===== src/verilog/bds_pkg.sv =====
// Shared constants, types and helpers for both ends of the burst-of-two port
package bds_pkg;

	// Link widths
	localparam int ADDR_W = 8;
	localparam int DQ_W = 36;
	localparam int LANE_W = 9;
	localparam int LANES = 4;
	localparam int LANES_X18 = 2;
	localparam int WORDS = 256;

	// Byte mask value that writes no lane
	localparam logic [LANES-1:0] MASK_NONE_N = 4'hF;

	// Read pipeline in strobe half-edges: beat 0 leaves on the fourth
	// half-edge after the command, beat 1 on the fifth
	localparam int RD_PIPE = 5;
	localparam int RD_BEAT0_STG = 3;
	localparam int RD_BEAT1_STG = 4;

	// Host read-data buffer
	localparam int FIFO_DEPTH = 16;
	localparam int FIFO_AW = 4;
	localparam int CNT_W = 6;
	localparam logic [CNT_W-1:0] BEATS_PER_BURST = 6'h02;
	localparam logic [CNT_W-1:0] FIFO_ROOM = 6'h10;

	// Write machine of the device end
	typedef enum logic [0:0] {
		BDS_WR_IDLE = 1'b0,
		BDS_WR_SECOND = 1'b1
	} bds_wr_state_t;

	// Second word of a burst: two-beat linear count
	function automatic logic [ADDR_W-1:0] burst_addr(
		input logic [ADDR_W-1:0] base, input logic beat);
		burst_addr = base + {{(ADDR_W-1){1'b0}}, beat};
	endfunction

	// Replace the lanes whose mask bit is low; x18 uses lanes 0 and 1 only
	function automatic logic [DQ_W-1:0] merge_lanes(
		input logic [DQ_W-1:0] old_w, input logic [DQ_W-1:0] new_w,
		input logic [LANES-1:0] mask_n, input logic x36);
		logic [DQ_W-1:0] res;
		res = old_w;
		for (int i = 0; i < LANES; i++) begin
			if (!mask_n[i] && (x36 || i < LANES_X18)) begin
				res[i*LANE_W +: LANE_W] = new_w[i*LANE_W +: LANE_W];
			end
		end
		merge_lanes = res;
	endfunction

endpackage


===== src/verilog/bds_link_if.sv =====
// Link between the memory controller end and the SRAM port end
`timescale 1ns/1ps
interface bds_link_if;
	import bds_pkg::*;

	logic strobe;
	logic rd_sel_n;
	logic wr_sel_n;
	logic [ADDR_W-1:0] addr;
	logic [DQ_W-1:0] wdata;
	logic [LANES-1:0] byte_write_mask_n;
	logic [DQ_W-1:0] rdata;
	logic rdata_oe_n;
	logic rdata_valid;

	modport dev (
		input strobe, rd_sel_n, wr_sel_n, addr, wdata, byte_write_mask_n,
		output rdata, rdata_oe_n, rdata_valid
	);

	modport host (
		output strobe, rd_sel_n, wr_sel_n, addr, wdata, byte_write_mask_n,
		input rdata, rdata_oe_n, rdata_valid
	);
endinterface


===== src/verilog/bds_host_ctrl.sv =====
// Controller end: strobe generation, command issue and read-data FIFO
`timescale 1ns/1ps
module bds_fifo
	import bds_pkg::*;
#(
	parameter int W = DQ_W,
	parameter int DEPTH = FIFO_DEPTH
) (
	// Clock and reset
	input wire logic ref_clk_i,
	input wire logic rst_n_i,
	// Fill side
	input wire logic in_valid_i,
	output logic in_ready_o,
	input wire logic [W-1:0] in_data_i,
	// Drain side
	output logic out_valid_o,
	input wire logic out_ready_i,
	output logic [W-1:0] out_data_o,
	// Fill level
	output logic [$clog2(DEPTH):0] level_o
);
	localparam int AW = $clog2(DEPTH);

	logic [W-1:0] mem_q [DEPTH];
	logic [AW:0] wp_q, wp_d, rp_q, rp_d;
	logic push, pop;

	// Pointers carry one wrap bit for honest full and empty
	assign level_o = wp_q - rp_q;
	assign in_ready_o = (level_o != DEPTH[AW:0]);
	assign out_valid_o = (wp_q != rp_q);
	assign out_data_o = mem_q[rp_q[AW-1:0]];
	assign push = in_valid_i & in_ready_o;
	assign pop = out_valid_o & out_ready_i;

	// Next pointers
	always_comb begin
		wp_d = push ? wp_q + 1'b1 : wp_q;
		rp_d = pop ? rp_q + 1'b1 : rp_q;
	end

	// Pointer registers
	always_ff @(posedge ref_clk_i or negedge rst_n_i) begin
		if (!rst_n_i) begin
			wp_q <= '0;
			rp_q <= '0;
		end else begin
			wp_q <= wp_d;
			rp_q <= rp_d;
		end
	end

	// Storage
	always_ff @(posedge ref_clk_i) begin
		if (push) begin
			mem_q[wp_q[AW-1:0]] <= in_data_i;
		end
	end
endmodule

module bds_host_ctrl
	import bds_pkg::*;
(
	// Clock and reset
	input wire logic ref_clk_i,
	input wire logic rst_n_i,
	// Link
	bds_link_if.host link,
	// Command request
	input wire logic cmd_valid_i,
	output logic cmd_ready_o,
	input wire logic cmd_write_i,
	input wire logic [ADDR_W-1:0] cmd_addr_i,
	input wire logic [DQ_W-1:0] cmd_wdata0_i,
	input wire logic [DQ_W-1:0] cmd_wdata1_i,
	input wire logic [LANES-1:0] cmd_mask0_n_i,
	input wire logic [LANES-1:0] cmd_mask1_n_i,
	// Strobe run request and status
	input wire logic run_i,
	output logic busy_o,
	// Read data
	output logic rd_valid_o,
	input wire logic rd_ready_i,
	output logic [DQ_W-1:0] rd_data_o
);

	logic str_q, str_d, str1_q, str2_q;
	logic rsel_n_q, rsel_n_d, wsel_n_q, wsel_n_d;
	logic [ADDR_W-1:0] addr_q, addr_d, haddr_q, haddr_d;
	logic [DQ_W-1:0] wd_q, wd_d, hdata_q, hdata_d;
	logic [LANES-1:0] mk_q, mk_d, hmask_q, hmask_d;
	logic wr_half_q, wr_half_d;
	logic last_rd_q, last_rd_d, last_wr_q, last_wr_d;
	logic [CNT_W-1:0] pend_q, pend_d;
	logic [FIFO_AW:0] fifo_lvl;
	logic fifo_in_ready;
	logic go, spaced, room, take, push;

	// Strobe keeps running until every outstanding beat is done
	assign go = run_i | (pend_q != '0) | wr_half_q | str_q;
	assign spaced = cmd_write_i ? ~last_wr_q : ~last_rd_q;
	assign room = cmd_write_i | (fifo_in_ready &&
		({1'b0, fifo_lvl} + pend_q + BEATS_PER_BURST <= FIFO_ROOM));
	assign cmd_ready_o = ~str_q & go & spaced & room;
	assign take = cmd_valid_i & cmd_ready_o;
	// Device output changes one cycle after the edge it saw
	assign push = link.rdata_valid & ~link.rdata_oe_n & (str1_q ^ str2_q);
	assign busy_o = go & ~run_i;

	// Next link drive: commands at primary edge, write beat 1 at inverted
	always_comb begin
		str_d = str_q;
		rsel_n_d = rsel_n_q;
		wsel_n_d = wsel_n_q;
		addr_d = addr_q;
		wd_d = wd_q;
		mk_d = mk_q;
		haddr_d = haddr_q;
		hdata_d = hdata_q;
		hmask_d = hmask_q;
		wr_half_d = wr_half_q;
		last_rd_d = last_rd_q;
		last_wr_d = last_wr_q;
		pend_d = pend_q - {{(CNT_W-1){1'b0}}, push};
		if (go && !str_q) begin
			str_d = 1'b1;
			rsel_n_d = ~(take & ~cmd_write_i);
			wsel_n_d = ~(take & cmd_write_i);
			addr_d = cmd_addr_i;
			wd_d = cmd_wdata0_i;
			mk_d = (take & cmd_write_i) ? cmd_mask0_n_i : MASK_NONE_N;
			haddr_d = cmd_addr_i;
			hdata_d = cmd_wdata1_i;
			hmask_d = cmd_mask1_n_i;
			wr_half_d = take & cmd_write_i;
			last_rd_d = take & ~cmd_write_i;
			last_wr_d = take & cmd_write_i;
			if (take && !cmd_write_i) begin
				pend_d = pend_q + BEATS_PER_BURST - {{(CNT_W-1){1'b0}}, push};
			end
		end else if (str_q) begin
			str_d = 1'b0;
			rsel_n_d = 1'b1;
			wsel_n_d = 1'b1;
			addr_d = haddr_q;
			wd_d = hdata_q;
			mk_d = wr_half_q ? hmask_q : MASK_NONE_N;
			wr_half_d = 1'b0;
		end
	end

	// Registers of the controller end
	always_ff @(posedge ref_clk_i or negedge rst_n_i) begin
		if (!rst_n_i) begin
			str_q <= 1'b0;
			str1_q <= 1'b0;
			str2_q <= 1'b0;
			rsel_n_q <= 1'b1;
			wsel_n_q <= 1'b1;
			addr_q <= '0;
			wd_q <= '0;
			mk_q <= MASK_NONE_N;
			haddr_q <= '0;
			hdata_q <= '0;
			hmask_q <= MASK_NONE_N;
			wr_half_q <= 1'b0;
			last_rd_q <= 1'b0;
			last_wr_q <= 1'b0;
			pend_q <= '0;
		end else begin
			str_q <= str_d;
			str1_q <= str_q;
			str2_q <= str1_q;
			rsel_n_q <= rsel_n_d;
			wsel_n_q <= wsel_n_d;
			addr_q <= addr_d;
			wd_q <= wd_d;
			mk_q <= mk_d;
			haddr_q <= haddr_d;
			hdata_q <= hdata_d;
			hmask_q <= hmask_d;
			wr_half_q <= wr_half_d;
			last_rd_q <= last_rd_d;
			last_wr_q <= last_wr_d;
			pend_q <= pend_d;
		end
	end

	// Link drive
	assign link.strobe = str_q;
	assign link.rd_sel_n = rsel_n_q;
	assign link.wr_sel_n = wsel_n_q;
	assign link.addr = addr_q;
	assign link.wdata = wd_q;
	assign link.byte_write_mask_n = mk_q;

	// Read beats are buffered; issue of reads stalls when room runs out
	bds_fifo #(
		.W(DQ_W),
		.DEPTH(FIFO_DEPTH)
	) u_rd_fifo (
		.ref_clk_i(ref_clk_i),
		.rst_n_i(rst_n_i),
		.in_valid_i(push),
		.in_ready_o(fifo_in_ready),
		.in_data_i(link.rdata),
		.out_valid_o(rd_valid_o),
		.out_ready_i(rd_ready_i),
		.out_data_o(rd_data_o),
		.level_o(fifo_lvl)
	);

endmodule


===== src/flat_wrapper.sv =====
// flat-port wrapper written by rule: the top's interface ports become plain ports
module bds_host_ctrl_flat import bds_pkg::*;
  (ref_clk_i, rst_n_i, cmd_valid_i, cmd_ready_o, cmd_write_i, cmd_addr_i, cmd_wdata0_i, cmd_wdata1_i, cmd_mask0_n_i, cmd_mask1_n_i, run_i, busy_o, rd_valid_o, rd_ready_i, rd_data_o, link_strobe, link_rd_sel_n, link_wr_sel_n, link_addr, link_wdata, link_byte_write_mask_n, link_rdata, link_rdata_oe_n, link_rdata_valid);
  bds_link_if link_i ();
  input wire logic ref_clk_i;
  input wire logic rst_n_i;
  input wire logic cmd_valid_i;
  output logic cmd_ready_o;
  input wire logic cmd_write_i;
  input wire logic [ADDR_W-1:0] cmd_addr_i;
  input wire logic [DQ_W-1:0] cmd_wdata0_i;
  input wire logic [DQ_W-1:0] cmd_wdata1_i;
  input wire logic [LANES-1:0] cmd_mask0_n_i;
  input wire logic [LANES-1:0] cmd_mask1_n_i;
  input wire logic run_i;
  output logic busy_o;
  output logic rd_valid_o;
  input wire logic rd_ready_i;
  output logic [DQ_W-1:0] rd_data_o;
  output wire logic [$bits(link_i.strobe)-1:0] link_strobe;
  output wire logic [$bits(link_i.rd_sel_n)-1:0] link_rd_sel_n;
  output wire logic [$bits(link_i.wr_sel_n)-1:0] link_wr_sel_n;
  output wire logic [$bits(link_i.addr)-1:0] link_addr;
  output wire logic [$bits(link_i.wdata)-1:0] link_wdata;
  output wire logic [$bits(link_i.byte_write_mask_n)-1:0] link_byte_write_mask_n;
  input wire logic [$bits(link_i.rdata)-1:0] link_rdata;
  input wire logic [$bits(link_i.rdata_oe_n)-1:0] link_rdata_oe_n;
  input wire logic [$bits(link_i.rdata_valid)-1:0] link_rdata_valid;
  assign link_strobe = link_i.strobe;
  assign link_rd_sel_n = link_i.rd_sel_n;
  assign link_wr_sel_n = link_i.wr_sel_n;
  assign link_addr = link_i.addr;
  assign link_wdata = link_i.wdata;
  assign link_byte_write_mask_n = link_i.byte_write_mask_n;
  assign link_i.rdata = link_rdata;
  assign link_i.rdata_oe_n = link_rdata_oe_n;
  assign link_i.rdata_valid = link_rdata_valid;
  bds_host_ctrl u_core (.ref_clk_i(ref_clk_i), .rst_n_i(rst_n_i), .link(link_i), .cmd_valid_i(cmd_valid_i), .cmd_ready_o(cmd_ready_o), .cmd_write_i(cmd_write_i), .cmd_addr_i(cmd_addr_i), .cmd_wdata0_i(cmd_wdata0_i), .cmd_wdata1_i(cmd_wdata1_i), .cmd_mask0_n_i(cmd_mask0_n_i), .cmd_mask1_n_i(cmd_mask1_n_i), .run_i(run_i), .busy_o(busy_o), .rd_valid_o(rd_valid_o), .rd_ready_i(rd_ready_i), .rd_data_o(rd_data_o));
endmodule

===== config.mk =====
export PLATFORM = sky130hd
export DESIGN_NAME = bds_host_ctrl_flat
export DESIGN_NICKNAME = d
export VERILOG_FILES = /design/src/verilog/bds_pkg.sv /design/src/verilog/bds_link_if.sv /design/src/verilog/bds_host_ctrl.sv /design/src/flat_wrapper.sv
export SDC_FILE = /design/constraint.sdc
export NUM_CORES = 1
export LEC_CHECK = 0
export ABC_AREA = 1
export BUFFER_PORTS_ARGS = -buffer_cell sky130_fd_sc_hd__buf_2
export CAP_MARGIN = 5
export CORE_MARGIN = 4
export CORE_UTILIZATION = 56
export CTS_BUF_LIST = sky130_fd_sc_hd__clkbuf_8
export DETAILED_ROUTE_END_ITERATION = 10
export PLACE_DENSITY = 0.9
export SETUP_SLACK_MARGIN = 0.3
export SLEW_MARGIN = 10
export SYNTH_ARGS = -nofsm -noshare
export SYNTH_HDL_FRONTEND = slang
export SYNTH_SLANG_ARGS = --single-unit

===== constraint.sdc =====
create_clock -name ref_clk_i -period 4.5 [get_ports ref_clk_i]
set_input_delay 1.35 -clock ref_clk_i [delete_from_list [all_inputs] [get_ports ref_clk_i]]
set_output_delay 1.35 -clock ref_clk_i [all_outputs]
set_load 0.1 [all_outputs]

==> reports/metrics.csv <==
metric,value,unit
syn_avg_cell_area,12.7,µm²
min_from,u_core.str1_q,
antenna_found_initial,6,
tightest_slew,1.08,ns
drt-pass1-iter-count,6,
initial_core_util,56.6,%
period_minus_slack,5.11,ns
route.vias.total,20321,
ctsHoldBuffers,0,
grt.busiest_layer,met2,
slowest_delay,0.51,ns
cts_root_buf,clkbuf_8,
synthFlopType,edfxtp_1,
finalCritPeriodShare,114,%
min_path_cells,0,
rrSetupSlack,0.90,ns
placed_cells,2971,
end_kind,output pin,
syn_inst,2182,
dp_hpwl,37300,µm
finalSetupTns,-0.608,ns
setup_viol,1,
status,"complete, but fails checks",
hold_path.class,register to register,
met2_usage,44.6,%
ys_seq_area_share,73.4,%
final_nets,2602,
synth_mux_area_share,0,%
synth_xor_area_share,0.570,%
crit_chain,inv_2 > ha_1 > inv_2 > fa_1 > inv_1 > ha_1 > inv_1 > ha_2 > inv_2 > fa_2 > xor2_2 > nand3_1 > a21oi_2 > nand2_2 > a21boi_4 > buf_12,
synth_compound_area_share,11.3,%
viasPerCell,6.37,
worst_hold_path.endpoint,u_core.str2_q,
coreArea,0.0488,mm²
cts_tree,yes,
startpoint_type,register,
path_delay_family,adder cells,
final-max-slew-violation-count,0,
grt_usage,26.4,%
yosys_warnings,0,
place_congestion,0.828,
cp.arrival,3.76,ns
synth_top_area_cell,edfxtp_1,
synth-adder-area-share,1.46,%
violations,setup timing,
die_x,230,µm
synthArstFlopShare,17.2,%
r2r_end,u_core.pend_q[5],
r2r_cells,19,
ant_nets,0,
die_area,0.0530,mm²
clock_sinks,696,
reg2reg_from,u_core.u_rd_fifo.wp_q[0],
crit_fanout,2,
die_y,230,µm
synth_seq_cells,696,
synth-edff-count,576,
port-buffer-count,221,
area_growth,18.6,%
worstPathRequired,3.15,ns
fin_ws,-0.608,ns
syn_nets,2345,
wl,78500,µm
layout-drive-gt1-share,20.3,%
clk-insertion-delay-late,0.74,ns
cts.clk_slew.worst_paths,0.06,ns
yosys.cell_types.count,42,
grt_pass1_vias,19751,
drv_cap,0,
path_class,register to output pin,
clockBufferDepth,3,
drt_drc_violations_left,0,
finalHoldViolations,0,
numCtsBuffers,103,
ios,222,
syn_area,0.0277,mm²
fin_skew,0.0633,ns
fill_cells,2953,
place_ws,0.0463,ns
synth_simple_gate_area_share,10.4,%
grt_first_pass_wirelength,109000,µm
relSlewSlack,27.8,%
slowest_stage,fa_1,
initialDrtViolationCount,3118,
synth_area_leaders,"edfxtp_1, dfrtp_1, o21ai_0",
rows,81,
overflow,0,
synth_top_family_by_area,compound AO/OA/AOI/OAI gates,
max_freq,196,MHz
use_met1,32.6,%
use_met3,5.57,%
synth_top_area_share,62.5,%
critPathMostFrequentCell,inv_2,
grt_max_degree,147,
cp.buffers_inverters,6,
wl_per_cell,24.6,µm
stdcell_count,3190,
grt_setup_unrepaired,true,
htreeDepth,3,
repair_timing:
action / in CTS / in global routing
gates resized for setup: 14 / 79
cloned: 1 / 13
pin swaps: 5 / 20
buffers inserted: 2 / 11
setup endpoints to repair: 37 / 37
state kept, by name (all words and copies together), names as in the netlist:
| name | flops |
|---|---|
| u_core.haddr_q | 8 |
| u_core.hdata_q | 36 |
| u_core.hmask_q | 4 |
| u_core.last_rd_q | 1 |
| u_core.last_wr_q | 1 |
| u_core.link.addr | 8 |
| u_core.link.byte_write_mask_n | 4 |
| u_core.link.rd_sel_n | 1 |
| u_core.link.strobe | 1 |
| u_core.link.wdata | 36 |
| u_core.link.wr_sel_n | 1 |
| u_core.pend_q | 6 |
| u_core.str1_q | 1 |
| u_core.str2_q | 1 |
| u_core.u_rd_fifo.mem_q | 576 |
| u_core.u_rd_fifo.rp_q | 5 |
| u_core.u_rd_fifo.wp_q | 5 |
| u_core.wr_half_q | 1 |
metal layers:
metal / routed length (µm) / vias to the layer above / part of all wire, %
met4: 4500 / 4 / 5.7
met3: 9750 / 397 / 12
met5: 22 / - / 0.028
met1: 25700 / 9664 / 33
met2: 38600 / 1785 / 49
li1: - / 8471 / -
worst reg2reg max path: stages (launching register included):
cell and delay [ns]:
dfrtp_1 0.40, inv_2 0.07, ha_1 0.15, inv_2 0.05
fa_1 0.51, inv_1 0.06, ha_1 0.27, inv_1 0.07
ha_2 0.18, inv_2 0.04, fa_2 0.36, xor2_2 0.18
nand3_1 0.12, a21oi_2 0.16, nand2_2 0.08, a21boi_4 0.18
buf_4 0.15, nand3_2 0.23, nand2_1 0.18, o21ai_2 0.06
final cells by class:
| type | count | area, µm² | share of cell area [%] |
|---|---|---|---|
| tap | 664 | 831 | 2.53 |
| timing repair buffer | 289 | 2560 | 7.81 |
| inverter | 44 | 195 | 0.595 |
| multi-input combinational | 1304 | 6820 | 20.8 |
| sequential | 696 | 20300 | 61.9 |
| timing repair inverter | 1 | 11.3 | 0.0343 |
| antenna | 4 | 10.0 | 0.0305 |
| clock inverter | 78 | 541 | 1.65 |
| clock buffer | 110 | 1510 | 4.61 |
worst max-delay path by stage:
stage,cells past startpoint,startpoint,endpoint
CTS,16,u_core.u_rd_fifo.wp_q[0],cmd_ready_o
detailed placement,17,u_core.u_rd_fifo.wp_q[0],cmd_ready_o
floorplan,17,u_core.u_rd_fifo.rp_q[1],cmd_ready_o
finish,16,u_core.u_rd_fifo.wp_q[0],cmd_ready_o
global placement,17,u_core.u_rd_fifo.wp_q[0],cmd_ready_o
global route,16,u_core.u_rd_fifo.rp_q[1],cmd_ready_o
cells by family after synthesis:
kind of cell,after synthesis
xor+xnor,18
buf+inv,182
compound gates,532
simple gates,723
fa+ha+maj,31
flops,696
through the flow:
stage,area (µm²),hold WS [ns],utilization (%)
final,32800,0.406,67.2
after global routing,32800,0.431,67.2
after CTS,32200,0.407,65.9
after detailed placement,30100,0.396,61.5
after global placement,30100,0.383,61.5
after floorplan,27700,0.370,-
layout by cell type (no fill, tap or decap), types with 6 or more instances in the layout:
cell type,n
a21oi_1,24
buf_12,38
clkinv_1,22
clkinv_2,17
inv_1,59
nand4_1,6
a31oi_1,13
ha_1,28
nor2_1,363
buf_4,35
o21ai_0,267
edfxtp_1,576
clkbuf_8,110
nand3_1,48
clkbuf_16,8
o21ai_2,9
inv_2,10
dfstp_2,10
nand3_2,16
o211ai_1,16
o21ai_1,26
bufinv_16,6
buf_16,9
o22ai_1,108
nor2_4,17
nand2_1,257
dfrtp_1,107
xor2_1,13
buf_6,11
buf_2,183
o221ai_1,55
cell usage after synthesis, drive strengths merged (2+ instances only):
master / instances
edfxtp: 576
o211ai: 16
o21bai: 4
or2: 4
nand2: 262
nand3b: 2
dfrtp: 110
o221ai: 56
a31oi: 13
fa: 2
o22ai: 109
ha: 29
o21ai: 302
nor2: 382
buf: 41
clkbuf: 97
xor2: 14
dfstp: 10
inv: 43
xnor2: 4
nand4: 6
nand3: 65
o21a: 4
a21oi: 25
Power is not shown: default switching activity piles up to over one toggle a cycle in this logic, so the estimate is an artifact.
